--- src/rcs_pkg.sv ---
/*
 * Shared constants for the read-cycle trigger sequencer: register map,
 * field positions, reset values, mode and state codes, timing figures.
 * Assumes a 125 MHz device clock.
 */
`default_nettype none
package rcs_pkg;
    // register byte offsets
    localparam logic [7:0] A_CTRL = 8'h00;
    localparam logic [7:0] A_CHARS = 8'h04;
    localparam logic [7:0] A_CAPS = 8'h08;
    localparam logic [7:0] A_TOUT = 8'h0c;
    localparam logic [7:0] A_FILT = 8'h10;
    localparam logic [7:0] A_EXPO = 8'h14;
    localparam logic [7:0] A_GAIN = 8'h18;
    localparam logic [7:0] A_STAT = 8'h1c;
    // control field positions
    localparam int F_MODE = 0;
    localparam int F_SER = 2;
    localparam int F_DEFER = 3;
    localparam int F_SRC = 4;
    localparam int F_END = 8;
    // reset values: trigger char space, start S, stop E
    localparam logic [31:0] CTRL_RST = 32'h0000_0000;
    localparam logic [31:0] CHARS_RST = 32'h0045_5320;
    localparam logic [31:0] CAPS_RST = 32'h0000_0101;
    localparam logic [31:0] TOUT_RST = 32'h0000_03e8;
    localparam logic [31:0] FILT_RST = 32'h0020_0020;
    localparam logic [31:0] EXPO_RST = 32'h0000_0b18;
    localparam logic [31:0] GAIN_RST = 32'h0000_0019;
    // axi responses
    localparam logic [1:0] RESP_OK = 2'h0;
    localparam logic [1:0] RESP_ERR = 2'h2;
    // cycle modes
    typedef enum logic [1:0] {
        RCS_M_TRIG = 2'h0,
        RCS_M_SS = 2'h1,
        RCS_M_CUST = 2'h2
    } rcs_mode_t;
    // custom trigger sources
    localparam logic [2:0] SRC_CONT = 3'h0;
    localparam logic [2:0] SRC_LVL = 3'h1;
    localparam logic [2:0] SRC_EDGE = 3'h2;
    localparam logic [2:0] SRC_SER = 3'h3;
    localparam logic [2:0] SRC_SERE = 3'h4;
    // custom end-of-cycle conditions
    localparam logic [2:0] END_TO = 3'h0;
    localparam logic [2:0] END_NEW = 3'h1;
    localparam logic [2:0] END_TO_NEW = 3'h2;
    localparam logic [2:0] END_LF = 3'h3;
    localparam logic [2:0] END_LF_NEW = 3'h4;
    typedef enum logic [2:0] {
        ST_IDLE = 3'b001,
        ST_RUN = 3'b010,
        ST_HOLD = 3'b100
    } rcs_state_t;
    // timing
    localparam int CLK_MHZ = 125;
    localparam int CYC_PER_US = CLK_MHZ;
    localparam int CYC_PER_MS = CLK_MHZ * 1000;
    localparam int FILT_US = 32;
    localparam int TOUT_MS = 1000;
    localparam logic [31:0] EXP_MIN_US = 32'h0000_0010;
    localparam logic [31:0] EXP_MAX_US = 32'h0006_1a80;
    localparam logic [31:0] GAIN_MAX_PCT = 32'h0000_0064;
endpackage
`default_nettype wire

--- src/rcs_seq.sv ---
/*
 * Read-cycle sequencer with AXI4-Lite registers and its result FIFO.
 * Assumes a synchronous serial receiver byte strobe, a capture engine that
 * takes cap_req_o pulses and a decoder that returns proc_done_i per frame.
 */
`timescale 1ns/1ps
`default_nettype none

module rcs_fifo #(
    parameter int W = 32,
    parameter int D = 8
) (
    // clock and reset
    input wire logic mclk_i,
    input wire logic rst_i,
    // fill side
    input wire logic in_valid_i,
    input wire logic [W-1:0] in_data_i,
    output logic in_ready_o,
    // drain side
    output logic out_valid_o,
    output logic [W-1:0] out_data_o,
    input wire logic out_ready_i
);
    localparam int AW = $clog2(D);
    // pointers wrap naturally, so D must be a power of two
    logic [W-1:0] mem [D];
    logic [AW-1:0] wp, rp;
    logic [AW:0] cnt;
    wire push = in_valid_i & in_ready_o;
    wire pop = out_valid_o & out_ready_i;
    wire [AW:0] next_cnt = (AW+1)'(cnt + {{AW{1'b0}}, push} - {{AW{1'b0}}, pop});
    assign out_valid_o = cnt != '0;
    assign out_data_o = mem[rp];
    for (genvar i = 0; i < D; i++) begin : g_ent
        always_ff @(posedge mclk_i) begin
            if (push && wp == AW'(i)) begin
                mem[i] <= in_data_i;
            end
        end
    end
    always_ff @(posedge mclk_i or posedge rst_i) begin
        if (rst_i) begin
            wp <= '0;
            rp <= '0;
            cnt <= '0;
            in_ready_o <= 1'b1;
        end else begin
            wp <= push ? AW'(wp + 1'b1) : wp;
            rp <= pop ? AW'(rp + 1'b1) : rp;
            cnt <= next_cnt;
            in_ready_o <= next_cnt != (AW+1)'(D);
        end
    end
endmodule

module rcs_seq #(
    parameter int NBUF = 8,
    parameter int FIFO_D = 8,
    parameter int CYC_PER_MS = rcs_pkg::CYC_PER_MS
) (
    // clock and reset
    input wire logic mclk_i,
    input wire logic rst_i,
    // axi4-lite slave
    input wire logic [7:0] s_axi_awaddr,
    input wire logic s_axi_awvalid,
    output logic s_axi_awready,
    input wire logic [31:0] s_axi_wdata,
    input wire logic [3:0] s_axi_wstrb,
    input wire logic s_axi_wvalid,
    output logic s_axi_wready,
    output logic [1:0] s_axi_bresp,
    output logic s_axi_bvalid,
    input wire logic s_axi_bready,
    input wire logic [7:0] s_axi_araddr,
    input wire logic s_axi_arvalid,
    output logic s_axi_arready,
    output logic [31:0] s_axi_rdata,
    output logic [1:0] s_axi_rresp,
    output logic s_axi_rvalid,
    input wire logic s_axi_rready,
    // triggers
    input wire logic trig_pin_i,
    input wire logic ser_valid_i,
    input wire logic [7:0] ser_data_i,
    // capture engine
    output logic cap_req_o,
    output logic [$clog2(NBUF)-1:0] cap_idx_o,
    output logic [18:0] exposure_o,
    output logic [6:0] gain_o,
    // decoder
    output logic proc_start_o,
    output logic [$clog2(NBUF)-1:0] proc_idx_o,
    input wire logic proc_done_i,
    input wire logic sym_found_i,
    // result stream in and out
    input wire logic res_valid_i,
    input wire logic [31:0] res_data_i,
    output logic res_ready_o,
    output logic out_valid_o,
    output logic [31:0] out_data_o,
    input wire logic out_ready_i,
    // status
    output logic cyc_active_o
);
    localparam int IW = $clog2(NBUF);
    localparam int PW = IW + 1;

    logic [31:0] ctrl, chars, caps, tout, filt, expo, gain;
    rcs_pkg::rcs_state_t state, next_state;

    // axi write path: address and data latched independently
    wire wr_do = !s_axi_awready && !s_axi_wready && !s_axi_bvalid;
    logic [7:0] aw_q;
    logic [31:0] w_q;
    logic [3:0] ws_q;
    function automatic logic [31:0] merge(input logic [31:0] o, input logic [31:0] d,
                                          input logic [3:0] s);
        logic [31:0] r;
        r = o;
        for (int b = 0; b < 4; b++) begin
            if (s[b]) begin
                r[8*b +: 8] = d[8*b +: 8];
            end
        end
        return r;
    endfunction
    function automatic logic hit(input logic [7:0] a, input logic [7:0] k);
        return {a[7:2], 2'b00} == k;
    endfunction
    wire w_map = aw_q[7:2] <= rcs_pkg::A_GAIN[7:2];
    wire r_map = s_axi_araddr[7:2] <= rcs_pkg::A_STAT[7:2];

    always_ff @(posedge mclk_i or posedge rst_i) begin
        if (rst_i) begin
            s_axi_awready <= 1'b1;
            s_axi_wready <= 1'b1;
            s_axi_bvalid <= 1'b0;
            s_axi_bresp <= rcs_pkg::RESP_OK;
            aw_q <= '0;
            w_q <= '0;
            ws_q <= '0;
        end else begin
            if (s_axi_awvalid && s_axi_awready) begin
                s_axi_awready <= 1'b0;
                aw_q <= s_axi_awaddr;
            end else if (wr_do) begin
                s_axi_awready <= 1'b1;
            end
            if (s_axi_wvalid && s_axi_wready) begin
                s_axi_wready <= 1'b0;
                w_q <= s_axi_wdata;
                ws_q <= s_axi_wstrb;
            end else if (wr_do) begin
                s_axi_wready <= 1'b1;
            end
            if (wr_do) begin
                s_axi_bvalid <= 1'b1;
                s_axi_bresp <= w_map ? rcs_pkg::RESP_OK : rcs_pkg::RESP_ERR;
            end else if (s_axi_bready) begin
                s_axi_bvalid <= 1'b0;
            end
        end
    end

    always_ff @(posedge mclk_i or posedge rst_i) begin
        if (rst_i) begin
            ctrl <= rcs_pkg::CTRL_RST;
            chars <= rcs_pkg::CHARS_RST;
            caps <= rcs_pkg::CAPS_RST;
            tout <= rcs_pkg::TOUT_RST;
            filt <= rcs_pkg::FILT_RST;
            expo <= rcs_pkg::EXPO_RST;
            gain <= rcs_pkg::GAIN_RST;
        end else if (wr_do) begin
            if (hit(aw_q, rcs_pkg::A_CTRL)) ctrl <= merge(ctrl, w_q, ws_q);
            if (hit(aw_q, rcs_pkg::A_CHARS)) chars <= merge(chars, w_q, ws_q);
            if (hit(aw_q, rcs_pkg::A_CAPS)) caps <= merge(caps, w_q, ws_q);
            if (hit(aw_q, rcs_pkg::A_TOUT)) tout <= merge(tout, w_q, ws_q);
            if (hit(aw_q, rcs_pkg::A_FILT)) filt <= merge(filt, w_q, ws_q);
            if (hit(aw_q, rcs_pkg::A_EXPO)) expo <= merge(expo, w_q, ws_q);
            if (hit(aw_q, rcs_pkg::A_GAIN)) gain <= merge(gain, w_q, ws_q);
        end
    end

    // read path
    logic [PW-1:0] pending;
    logic busy, tmo_seen;
    logic [7:0] cap_cnt, found_cnt;
    wire [31:0] stat = {found_cnt, cap_cnt, 4'(pending), 2'b00, tmo_seen, busy, 5'h00, state};
    wire [31:0] rd_mux = hit(s_axi_araddr, rcs_pkg::A_CTRL) ? ctrl :
                         hit(s_axi_araddr, rcs_pkg::A_CHARS) ? chars :
                         hit(s_axi_araddr, rcs_pkg::A_CAPS) ? caps :
                         hit(s_axi_araddr, rcs_pkg::A_TOUT) ? tout :
                         hit(s_axi_araddr, rcs_pkg::A_FILT) ? filt :
                         hit(s_axi_araddr, rcs_pkg::A_EXPO) ? expo :
                         hit(s_axi_araddr, rcs_pkg::A_GAIN) ? gain :
                         hit(s_axi_araddr, rcs_pkg::A_STAT) ? stat : 32'h0000_0000;
    always_ff @(posedge mclk_i or posedge rst_i) begin
        if (rst_i) begin
            s_axi_arready <= 1'b1;
            s_axi_rvalid <= 1'b0;
            s_axi_rdata <= '0;
            s_axi_rresp <= rcs_pkg::RESP_OK;
        end else if (s_axi_arvalid && s_axi_arready) begin
            s_axi_arready <= 1'b0;
            s_axi_rvalid <= 1'b1;
            s_axi_rdata <= rd_mux;
            s_axi_rresp <= r_map ? rcs_pkg::RESP_OK : rcs_pkg::RESP_ERR;
        end else if (s_axi_rvalid && s_axi_rready) begin
            s_axi_rvalid <= 1'b0;
            s_axi_arready <= 1'b1;
        end
    end

    // trigger pin: synchroniser then glitch filter
    logic trig_s1, trig_s2, flt;
    logic [22:0] fcnt;
    wire [22:0] flim = trig_s2 ? 23'(filt[15:0] * rcs_pkg::CYC_PER_US)
                               : 23'(filt[31:16] * rcs_pkg::CYC_PER_US);
    wire flt_set = (trig_s2 != flt) && (fcnt >= flim);
    wire rise = flt_set && trig_s2;
    wire fall = flt_set && !trig_s2;
    always_ff @(posedge mclk_i or posedge rst_i) begin
        if (rst_i) begin
            trig_s1 <= 1'b0;
            trig_s2 <= 1'b0;
            flt <= 1'b0;
            fcnt <= '0;
        end else begin
            trig_s1 <= trig_pin_i;
            trig_s2 <= trig_s1;
            fcnt <= (trig_s2 == flt || flt_set) ? '0 : 23'(fcnt + 1'b1);
            flt <= flt_set ? trig_s2 : flt;
        end
    end

    // mode decode
    wire [1:0] mode = ctrl[rcs_pkg::F_MODE +: 2];
    wire ser_en = ctrl[rcs_pkg::F_SER];
    wire defer = ctrl[rcs_pkg::F_DEFER];
    wire [2:0] src = ctrl[rcs_pkg::F_SRC +: 3];
    wire [2:0] endc = ctrl[rcs_pkg::F_END +: 3];
    wire is_trig = mode == rcs_pkg::RCS_M_TRIG;
    wire is_ss = mode == rcs_pkg::RCS_M_SS;
    wire is_cust = mode == rcs_pkg::RCS_M_CUST;
    wire idle = state == rcs_pkg::ST_IDLE;
    wire run = state == rcs_pkg::ST_RUN;
    wire sc_trig = ser_valid_i && ser_data_i == chars[7:0];
    wire sc_start = ser_en && ser_valid_i && ser_data_i == chars[15:8];
    wire sc_stop = ser_en && ser_valid_i && ser_data_i == chars[23:16];
    wire trig_evt = sc_trig || rise;
    wire cust_trig = (src == rcs_pkg::SRC_LVL || src == rcs_pkg::SRC_EDGE) ? rise :
                     src == rcs_pkg::SRC_SER ? sc_trig :
                     src == rcs_pkg::SRC_SERE ? trig_evt : 1'b0;
    // level high or start char opens; level low or stop char closes
    wire ss_start = rise || sc_start;
    wire stop_evt = fall || sc_stop;
    wire start_evt = is_trig ? trig_evt : is_ss ? ss_start :
                     is_cust ? (cust_trig || src == rcs_pkg::SRC_CONT) : 1'b0;
    wire new_trig = is_trig ? trig_evt : is_cust ? cust_trig : 1'b0;

    // end-of-cycle terms
    logic [15:0] ms_cnt;
    logic [23:0] pre;
    wire tmo = !idle && ms_cnt >= tout[15:0];
    wire lim_hit = caps[7:0] != 8'h00 && cap_cnt >= caps[7:0];
    wire drained = pending == '0 && !busy && !cap_req_o;
    wire last_fr = lim_hit && drained;
    wire all_found = caps[15:8] != 8'h00 && found_cnt >= caps[15:8];
    wire ends_tmo = is_trig || endc == rcs_pkg::END_TO || endc == rcs_pkg::END_TO_NEW;
    wire ends_new = is_cust && (endc == rcs_pkg::END_NEW || endc == rcs_pkg::END_TO_NEW ||
                                endc == rcs_pkg::END_LF_NEW);
    wire ends_lf = is_trig || endc == rcs_pkg::END_LF || endc == rcs_pkg::END_LF_NEW;
    wire end_evt = all_found || (ends_tmo && tmo) || (ends_new && new_trig) ||
                   (ends_lf && last_fr) || (is_cust && src == rcs_pkg::SRC_LVL && fall);

    always_comb begin
        next_state = state;
        unique case (state)
            rcs_pkg::ST_IDLE: begin
                if (start_evt) next_state = rcs_pkg::ST_RUN;
            end
            rcs_pkg::ST_RUN: begin
                if (is_ss) begin
                    if (stop_evt) next_state = rcs_pkg::ST_IDLE;
                    else if (tmo) next_state = rcs_pkg::ST_HOLD;
                end else if (end_evt) begin
                    next_state = rcs_pkg::ST_IDLE;
                end
            end
            rcs_pkg::ST_HOLD: begin
                if (stop_evt) next_state = rcs_pkg::ST_IDLE;
            end
            default: next_state = rcs_pkg::ST_IDLE;
        endcase
    end

    // captures: continuous refills when the pool is empty, else one per trigger
    wire cont = is_ss || (is_cust && (src == rcs_pkg::SRC_CONT || src == rcs_pkg::SRC_LVL));
    wire room = pending < PW'(NBUF);
    wire cap_trig = run && !cont && new_trig && !ends_new && !lim_hit;
    wire cap_go = room && ((idle && start_evt) || cap_trig ||
                           (run && cont && pending == '0 && next_state == rcs_pkg::ST_RUN));
    // decode runs beside capture, frames taken in capture order
    wire proc_go = pending != '0 && !busy;
    wire [PW-1:0] next_pending = PW'(pending + {{IW{1'b0}}, cap_go} - {{IW{1'b0}}, proc_go});
    wire [31:0] ex_clip = expo < rcs_pkg::EXP_MIN_US ? rcs_pkg::EXP_MIN_US :
                          expo > rcs_pkg::EXP_MAX_US ? rcs_pkg::EXP_MAX_US : expo;
    wire [31:0] gn_clip = gain > rcs_pkg::GAIN_MAX_PCT ? rcs_pkg::GAIN_MAX_PCT : gain;

    always_ff @(posedge mclk_i or posedge rst_i) begin
        if (rst_i) begin
            state <= rcs_pkg::ST_IDLE;
            cyc_active_o <= 1'b0;
            pending <= '0;
            busy <= 1'b0;
            cap_req_o <= 1'b0;
            cap_idx_o <= '0;
            proc_start_o <= 1'b0;
            proc_idx_o <= '0;
            exposure_o <= rcs_pkg::EXPO_RST[18:0];
            gain_o <= rcs_pkg::GAIN_RST[6:0];
        end else begin
            state <= next_state;
            cyc_active_o <= next_state != rcs_pkg::ST_IDLE;
            pending <= next_pending;
            busy <= proc_go || (busy && !proc_done_i);
            cap_req_o <= cap_go;
            cap_idx_o <= cap_req_o ? IW'(cap_idx_o + 1'b1) : cap_idx_o;
            proc_start_o <= proc_go;
            proc_idx_o <= proc_start_o ? IW'(proc_idx_o + 1'b1) : proc_idx_o;
            if (cap_go) begin
                exposure_o <= ex_clip[18:0];
                gain_o <= gn_clip[6:0];
            end
        end
    end

    // per-cycle counters, cleared while idle; the timeout flag clears on the next start
    always_ff @(posedge mclk_i or posedge rst_i) begin
        if (rst_i) begin
            cap_cnt <= '0;
            found_cnt <= '0;
            ms_cnt <= '0;
            pre <= '0;
            tmo_seen <= 1'b0;
        end else if (idle) begin
            cap_cnt <= '0;
            found_cnt <= '0;
            ms_cnt <= '0;
            pre <= '0;
            tmo_seen <= start_evt ? 1'b0 : tmo_seen;
        end else begin
            cap_cnt <= cap_trig && room ? 8'(cap_cnt + 1'b1) : cap_cnt;
            found_cnt <= sym_found_i && found_cnt != 8'hff ? 8'(found_cnt + 1'b1) : found_cnt;
            pre <= (pre == 24'(CYC_PER_MS - 1)) ? '0 : 24'(pre + 1'b1);
            ms_cnt <= (pre == 24'(CYC_PER_MS - 1) && !tmo) ? 16'(ms_cnt + 1'b1) : ms_cnt;
            tmo_seen <= tmo_seen || tmo;
        end
    end

    // results: fifo then an output register; deferral holds the register empty
    logic f_valid;
    logic [31:0] f_data;
    wire rel = !defer || idle;
    wire ld = f_valid && rel && (!out_valid_o || out_ready_i);
    rcs_fifo #(.W(32), .D(FIFO_D)) u_fifo (
        .mclk_i(mclk_i),
        .rst_i(rst_i),
        .in_valid_i(res_valid_i),
        .in_data_i(res_data_i),
        .in_ready_o(res_ready_o),
        .out_valid_o(f_valid),
        .out_data_o(f_data),
        .out_ready_i(ld)
    );
    always_ff @(posedge mclk_i or posedge rst_i) begin
        if (rst_i) begin
            out_valid_o <= 1'b0;
            out_data_o <= '0;
        end else begin
            out_valid_o <= ld || (out_valid_o && !out_ready_i);
            out_data_o <= ld ? f_data : out_data_o;
        end
    end
endmodule
`default_nettype wire

--- config.mk ---
export PLATFORM = sky130hd
export DESIGN_NAME = rcs_seq
export DESIGN_NICKNAME = d
export VERILOG_FILES = /design/src/rcs_pkg.sv /design/src/rcs_seq.sv
export SDC_FILE = /design/constraint.sdc
export NUM_CORES = 2
export LEC_CHECK = 0
export BUFFER_PORTS_ARGS = -buffer_cell sky130_fd_sc_hd__buf_2
export CORE_ASPECT_RATIO = 1.25
export CORE_MARGIN = 4
export CORE_UTILIZATION = 40
export DETAILED_ROUTE_END_ITERATION = 6
export PLACE_DENSITY = 0.59
export SLEW_MARGIN = 10
export SYNTH_ARGS = -nofsm -noshare
export SYNTH_HDL_FRONTEND = slang
export SYNTH_SLANG_ARGS = --single-unit
--- constraint.sdc ---
create_clock -name mclk_i -period 30.3 [get_ports mclk_i]
set_input_delay 3.03 -clock mclk_i [delete_from_list [all_inputs] [get_ports mclk_i]]
set_output_delay 3.03 -clock mclk_i [all_outputs]
set_load 0.05 [all_outputs]
After elaboration in Yosys (flattened, before gate mapping)

Memory sizes are Yosys's and may differ from the RTL's. A register that Yosys moved wholly into a read port is not among the register bits.
Index checks and enable logic that the tools add are counted.

Register bits: 447
RAM bits: 256
Input bits: 105
Output and inout bits: 110
Logic and storage cells: 365
Memories: 1

Memory list:

| memory     | depth | bits a word | read ports | clocked after memory_dff | wr ports | RTL line      | text |
|---|---|---|---|---|---|---|---|
| u_fifo.mem | 8     | 32          | 1          | 1                        | 1        | rcs_seq.sv:27 | `logic [W-1:0] mem [D];` |

Add/sub/neg operators: 13
$mul: 2
Magnitude comparators: 10
Equality and inequality tests: 44
Muxes and demuxes: 86
Bitwise gates (word level): 2
Reductions and logical operators: 144

Operators by type and width:

| kind                  | number |
|---|---|
| $mux 32               | 15 |
| $reduce_or 32->1      | 7 |
| $reduce_and 3->1      | 28 |
| $logic_and 1x1->1     | 51 |
| $mux 24               | 2 |
| $mul 16x7->23 const B | 2 |
| $mux 23               | 2 |
| $eq 6x3->1 const B    | 7 |
| $mux 1                | 42 |
| $mux 3                | 13 |
| $mux 19               | 2 |
| $gt 32x19->1 const B  | 1 |
| $gt 32x7->1 const B   | 1 |
| $lt 32x5->1 const B   | 1 |
| $mux 16               | 2 |
| $mux 8                | 4 |
| $logic_or 1x1->1      | 25 |
| $add 24x1->24 const B | 1 |
| $eq 24x17->1 const B  | 1 |
| $eq 3x2->1 const B    | 8 |
| $eq 6x2->1 const B    | 4 |
| $eq 8x8->1            | 3 |
| $add 23x1->23 const B | 1 |
| $ge 23x23->1          | 1 |
| other kinds (32)      | 77 |

Longest topological paths before layout

Word-level depth: 24
Mapped depth: 37
Mapped depth without buffers: 36

Hierarchy

A second synthesis with hierarchy kept.

Cell total of the unflattened synthesis: 2997
Area, all modules: 38021.5 sq um

Modules (own cells, without submodules):

| module   | times used | cells an instance | area each (sq um) |
|---|---|---|---|
| rcs_seq  | 1          | 2562              | 27610.2 |
| rcs_fifo | 1          | 435               | 10411.2 |

Worst setup path after synthesis

Ideal clock, no wire load.

Kind: flip-flop to flip-flop
From: reg filt[5]
To: reg pending[2]
Data arrival time: 7.972 ns
Data required time: 30.177 ns
Path slack: 22.206 ns
Cell stages (with the launch flop): 35
Path buffers: 1
Cells stage by stage: dfstp_2 inv_1 fa_1 fa_1 fa_1 fa_1 inv_1 ha_1 a21oi_1 nand2_1 nor4_1 nor2_1 and4_1 o31ai_1 o21ai_0 o41a_1 xnor2_1 mux2i_1 ha_1 nand3_1 nor3_1 inv_1 o21ai_0 a31oi_4 a2111oi_4 o211ai_4 o21a_2 o21ai_4 inv_2 buf_6 ha_1 inv_1 ha_1 fa_1 xor2_1

Word-level cells in the longest chain between the ends: 24

Ends and longest elaborated chain:

| element                   | RTL line       | text |
|---|---|---|
| from (decl)               | rcs_seq.sv:110 | `logic [31:0] ctrl, chars, caps, tout, filt, expo, gain;` |
| from (signal assigned)    | rcs_seq.sv:173 | `filt <= rcs_pkg::FILT_RST;` |
| from (signal assigned)    | rcs_seq.sv:181 | `if (hit(aw_q, rcs_pkg::A_FILT)) filt <= merge(filt, w_q, ws_q);` |
| $mul 16x7->23 (*)         | rcs_seq.sv:220 | `wire [22:0] flim = trig_s2 ? 23'(filt[15:0] * rcs_pkg::CYC_PER_US)` |
| $mux 23 (*)               | rcs_seq.sv:220 |  |
| $ge 23x23->1 (*)          | rcs_seq.sv:222 | `wire flt_set = (trig_s2 != flt) && (fcnt >= flim);` |
| $logic_and 1x1->1 (*)     | rcs_seq.sv:222 |  |
| $logic_and 1x1->1         | rcs_seq.sv:223 | `wire rise = flt_set && trig_s2;` |
| $logic_or 1x1->1          | rcs_seq.sv:253 | `wire trig_evt = sc_trig \|\| rise;` |
| $mux 1                    | rcs_seq.sv:256 | `src == rcs_pkg::SRC_SERE ? trig_evt : 1'b0;` |
| $mux 1                    | rcs_seq.sv:255 | `src == rcs_pkg::SRC_SER ? sc_trig :` |
| [... 9 more ...]          | n/a            |  |
| $pmux 3 s3                | rcs_seq.sv:281 | `unique case (state)` |
| $eq 3x2->1                | rcs_seq.sv:305 | `(run && cont && pending == '0 && next_state == rcs_pkg::ST_RUN));` |
| $logic_and 1x1->1         | rcs_seq.sv:305 |  |
| $logic_or 1x1->1 (*)      | rcs_seq.sv:304 | `wire cap_go = room && ((idle && start_evt) \|\| cap_trig \|\|` |
| $logic_and 1x1->1 (*)     | rcs_seq.sv:304 |  |
| $add 4x1->4 (*)           | rcs_seq.sv:308 | `wire [PW-1:0] next_pending = PW'(pending + {{IW{1'b0}}, cap_go} - {{IW{1'b0}}, proc_go});` |
| $sub 4x1->4 (*)           | rcs_seq.sv:308 |  |
| named net next_pending[2] | rcs_seq.sv:308 |  |
| to (signal assigned)      | rcs_seq.sv:328 | `pending <= next_pending;` |
| to (decl)                 | rcs_seq.sv:188 | `logic [PW-1:0] pending;` |

The timed path passes the listed nets; every way through them passes the cells marked *.
A chain may end at the register's enable or synchronous reset.

Worst setup path in the final report

From: reg filt[17]
To: reg pending[3]

Word-level cells in the longest chain between the ends: 24

Ends and longest elaborated chain:

| element                   | RTL line       | text |
|---|---|---|
| $mul 16x7->23 (*)         | rcs_seq.sv:221 | `: 23'(filt[31:16] * rcs_pkg::CYC_PER_US);` |
| $mux 23 (*)               | rcs_seq.sv:220 |  |
| $ge 23x23->1 (*)          | rcs_seq.sv:222 |  |
| $logic_and 1x1->1 (*)     | rcs_seq.sv:222 |  |
| $logic_and 1x1->1         | rcs_seq.sv:223 |  |
| $logic_or 1x1->1          | rcs_seq.sv:253 |  |
| $mux 1                    | rcs_seq.sv:256 |  |
| $mux 1                    | rcs_seq.sv:255 |  |
| [... 9 more ...]          | n/a            |  |
| $pmux 3 s3                | rcs_seq.sv:281 |  |
| $eq 3x2->1                | rcs_seq.sv:305 |  |
| $logic_and 1x1->1         | rcs_seq.sv:305 |  |
| $logic_or 1x1->1 (*)      | rcs_seq.sv:304 |  |
| $logic_and 1x1->1 (*)     | rcs_seq.sv:304 |  |
| $add 4x1->4 (*)           | rcs_seq.sv:308 |  |
| $sub 4x1->4 (*)           | rcs_seq.sv:308 |  |
| named net next_pending[3] | rcs_seq.sv:308 |  |

Marked as above.

==> impl_results.rst <==
.. list-table::
   :header-rows: 1

   * - Metric
     - Value
   * - Commonest register cell after synthesis
     - sky130_fd_sc_hd__dfrtp_1
   * - Number of enable-type register cells in the synthesized netlist
     - roughly 260
   * - Clock latency on the worst-skew pair
     - between 0.6 and 0.7 ns
   * - Placed cell areas
     - 40200 um2
   * - Top library cells by usage in the layout, fill and taps aside
     - 433 x sky130_fd_sc_hd__dfrtp_1, 259 x sky130_fd_sc_hd__mux2_2, 256 x sky130_fd_sc_hd__edfxtp_1
   * - Leftover overflow at the end of global routing
     - 0
   * - Share of synthesized cell area in and, or, nand and nor gates
     - under 10%
   * - Fraction of registers with async set or reset after synthesis
     - between 60% and 70%
   * - Hold Crit Depth
     - 0
   * - Ratio of final minimum period to clock period
     - between 30% and 40%
   * - Cell Area, Synth
     - approximately 38000 um2
   * - Leakage power
     - 18.7 nW
   * - Residual DRC count
     - 0
   * - Max-Slew Margin vs Limit
     - about a quarter
   * - Maximum net fanout on the critical path
     - 16
   * - Area growth from synthesis to final layout
     - 13.8%
   * - XOR/XNOR share of the synthesized area
     - approximately 3.2%
   * - Worst Hold Class
     - reg -> reg
   * - Source of the worst register-to-register timing path
     - filt[17]$_DFFE_PP0P_
   * - Count of final hold-check violations
     - 0
   * - Final core utilization
     - 46.1%
   * - CP arrival
     - 10.64 ns
   * - Register bit count reported by yosys
     - approximately 730
   * - Count of buffers added by post-CTS timing repair for setup
     - 0
   * - Total Die Area
     - 99500 um2
   * - Syn avg cell area
     - ~12 um2
   * - Core box area
     - about 93000 um2
   * - Slowest-stage cell, CP
     - sky130_fd_sc_hd__a221oi_1
   * - End point of the most critical hold path
     - trig_s2$_DFF_PP0_
   * - Startpoint of the tightest hold check path
     - trig_s1$_DFF_PP0_
   * - Boundary pin count
     - ~220
   * - # port buffers
     - ~210
   * - Max-cap violations
     - 0
   * - Overall die height
     - between 300 and 400 um
   * - Worst setup slack for register-to-register paths
     - around 20 ns
   * - Accumulated negative setup slack
     - 0 ns
   * - Root buffer cell
     - sky130_fd_sc_hd__clkbuf_16
   * - Routed Antenna Nets
     - 0
   * - Average detailed-routed wire length per instance
     - roughly 22 um
   * - Count of TritonRoute iterations in the first routing pass
     - 6
   * - Width of the die
     - 283 um
   * - Number of warning messages in the yosys log
     - 0
   * - Fin. max-slew vios
     - 0
   * - Total vias in the final route
     - between 20000 and 25000
   * - Final Setup Violations
     - 0
   * - Depth of the most critical reg-to-reg path
     - 34
   * - Fmax
     - 99.1 MHz
   * - Number of cells produced by synthesis
     - 3030
   * - Nature of the critical path startpoint
     - flip-flop
   * - Vias in the first global route
     - ~25000
   * - Site row count
     - 125
   * - Pwr per Cell Area
     - 114 nW/um2
   * - Endpoint of the most critical register-to-register path
     - pending[3]$_DFF_PP0_
   * - Required @ worst endpoint
     - 30.85 ns
   * - Count of cells resized by post-cts repair
     - 0
   * - Endpoint kind of the worst setup timing path
     - flip-flop
   * - Depth of the CTS H-tree
     - 3
   * - Maximum buffer depth of the clock tree
     - 3
   * - GP Congestion
     - roughly 0.9
   * - CTS Sinks
     - 731
   * - Most common cell after layout, fill and taps aside
     - sky130_fd_sc_hd__dfrtp_1
   * - Number of nets at the end of the flow
     - 3639
   * - Period minus WS final
     - roughly 10 ns
   * - Delay of the slowest cell on the worst path
     - ~0.73 ns
   * - Post-DP HPWL
     - 70.8 mm
   * - Post-Route WL
     - 101 mm
   * - Number of vias per cell
     - between 5 and 6
   * - Antenna violations before repair
     - 16
   * - Post-route standard cell area excluding fillers
     - roughly 43000 um2
   * - Setup repair after global routing missed its margin
     - false
   * - Count of distinct cell types in the synthesized netlist
     - 80
   * - Number of design-rule violations left by the first detailed-router iteration
     - about 1600
   * - Hold-fix buffers, CTS
     - 0
   * - Total CTS buffers
     - 79
   * - Worst IR drop on VDD
     - around 0.091 mV
   * - Setup Crit Path Kind
     - reg -> reg
   * - TritonCTS clock tree
     - yes
   * - Layout fillers
     - 8447
   * - Seq/Total Area, Yosys
     - 51.9%
   * - Initial core utilization
     - 40.5%
   * - GRT Resource Usage Total
     - 20.3%
   * - Fraction of final layout cells with drive strength greater than 1
     - 23.2%
   * - Mux cell area share after synthesis
     - around an eighth
   * - Post-synthesis compound-gate area fraction
     - around 8.8%
   * - Clock transition at path regs
     - ~0.060 ns
   * - Worst slew pin tran
     - between 1 and 1.5 ns
   * - Result of the run
     - finished clean
   * - Clock tree skew after final layout
     - 0.0732 ns
   * - Pin count of the biggest net entering global routing
     - 115
   * - First-pass GRT wire length
     - between 150 and 200 mm
   * - Largest family of logic cells by synthesized area
     - multiplexers
   * - Arithmetic-cell share of the synthesized area counting full adders, half adders and majority gates
     - 11.8%
[kinds of logic (layout without fill, tap and decap cells)]
| group | Yosys count | in the layout |
|---|---|---|
| DFF | 731 | 731 |
| and+or+nand+nor | 643 | 643 |
| AOI/OAI and AO/OA | 505 | 505 |
| muxes | 379 | 379 |
| buffers and inverters | 341 | 618 |
| adders and majority gates | 293 | 293 |
| xor gates and xnor gates | 137 | 137 |
| other | 1 | 10 |
[critical path, delay by kind of cell, from the launching register on]
kind	cells	cell delay, ns
flops	1	0.62
xor+xnor	2	0.54
fa+ha+maj	8	3.17
buf+inv	5	0.54
simple gates	4	0.78
mux	1	0.17
compound gates	14	4.11
[power breakdown]
group / internal [W] / switching [W] / total [W]
Sequential: 0.00131 / 0.000323 / 0.00164
Clock: 0.000583 / 0.000429 / 0.00101
Combinational: 0.000899 / 0.00137 / 0.00227
[state kept, by name (all words and copies together), names as in the netlist, 32 cells and up]
register and count:
out_data_o 32, filt 32, chars 32, ctrl 32
u_fifo.mem 256, gain 32, caps 32, s_axi_rdata 32
expo 32, tout 32, w_q 32
[cells in the mapped netlist (6+ instances only)]
master,n,area (um2)
sky130_fd_sc_hd__a211oi_1,22,165
sky130_fd_sc_hd__a21o_1,29,218
sky130_fd_sc_hd__a21oi_1,136,681
sky130_fd_sc_hd__a221oi_1,12,105
sky130_fd_sc_hd__a222oi_1,21,210
sky130_fd_sc_hd__a22o_1,42,368
sky130_fd_sc_hd__a22oi_1,9,67.6
sky130_fd_sc_hd__a31oi_1,9,56.3
sky130_fd_sc_hd__and2_1,11,68.8
sky130_fd_sc_hd__and3_1,24,150
sky130_fd_sc_hd__buf_1,19,71.3
sky130_fd_sc_hd__clkbuf_1,84,315
sky130_fd_sc_hd__dfrtp_1,436,10900
sky130_fd_sc_hd__dfstp_2,39,1020
sky130_fd_sc_hd__edfxtp_1,256,7690
sky130_fd_sc_hd__fa_1,108,2160
sky130_fd_sc_hd__ha_1,185,2310
sky130_fd_sc_hd__inv_1,230,863
sky130_fd_sc_hd__mux2_2,259,2920
sky130_fd_sc_hd__mux2i_1,56,561
sky130_fd_sc_hd__mux4_2,64,1440
sky130_fd_sc_hd__nand2_1,172,646
sky130_fd_sc_hd__nand2b_1,18,113
sky130_fd_sc_hd__nand3_1,41,205
sky130_fd_sc_hd__nand4_1,17,106
sky130_fd_sc_hd__nor2_1,236,886
sky130_fd_sc_hd__nor2b_1,13,81.3
sky130_fd_sc_hd__nor3_1,45,225
sky130_fd_sc_hd__nor4_1,23,144
sky130_fd_sc_hd__o211ai_1,19,143
sky130_fd_sc_hd__o21a_1,6,45.0
sky130_fd_sc_hd__o21ai_0,128,641
sky130_fd_sc_hd__o21ai_1,14,70.1
sky130_fd_sc_hd__o221ai_1,21,184
sky130_fd_sc_hd__or2_2,7,43.8
sky130_fd_sc_hd__or3_1,16,100
sky130_fd_sc_hd__xnor2_1,65,569
sky130_fd_sc_hd__xor2_1,72,631
[per-layer routing]
metal / vias to the layer above / share of wire [%] / global-route usage (%)
li1: 11400 / - / -
met1: 12400 / 41 / 25.4
met4: 10 / 3.3 / 6.96
met2: 633 / 50 / 35.2
met5: - / 0.063 / 0
met3: 159 / 5.8 / 3.99
[metrics by stage]
| step | hold slack [ns] | instances | total power (W) | setup slack (ns) |
|---|---|---|---|---|
| final | 0.355 | 4522 | 0.00492 | 20.21 |
| after global routing | 0.369 | 4516 | 0.00532 | 19.62 |
| after CTS | 0.359 | 4514 | 0.00498 | 20.15 |
| after detailed placement | 0.344 | 4366 | 0.00394 | 20.20 |
| after global placement | 0.344 | 4366 | 0.00391 | 20.25 |
| after floorplan | 0.331 | 3031 | 0.00325 | 14.08 |
[worst max-delay path by stage]
stage	startpoint	end	slack, ns	depth (start not counted)
after global routing	filt[17]$_DFFE_PP0P_	pending[3]$_DFF_PP0_	19.62	34
after floorplan	rst_i	aw_q[2]$_DFFE_PP0P_	14.08	1
final	filt[17]$_DFFE_PP0P_	pending[3]$_DFF_PP0_	20.21	34
after CTS	filt[17]$_DFFE_PP0P_	pending[3]$_DFF_PP0_	20.15	34
after global placement	filt[17]$_DFFE_PP0P_	pending[2]$_DFF_PP0_	20.25	32
after detailed placement	filt[17]$_DFFE_PP0P_	pending[3]$_DFF_PP0_	20.20	34
[area by class of cell]
type                            count  area [um2]  share of cell area [%]
Inverter                          232         878                    2.04
Sequential cell                   731       19600                    45.6
Timing Repair Buffer              238        1270                    2.94
Antenna cell                        8        20.0                  0.0466
Clock inverter                     39         564                    1.31
Multi-Input combinational cell   1959       16900                    39.4
Tap cell                         1206        1510                    3.51
Clock buffer                      109        2210                    5.14
No activity file was read; power rests on OpenSTA's default activity.
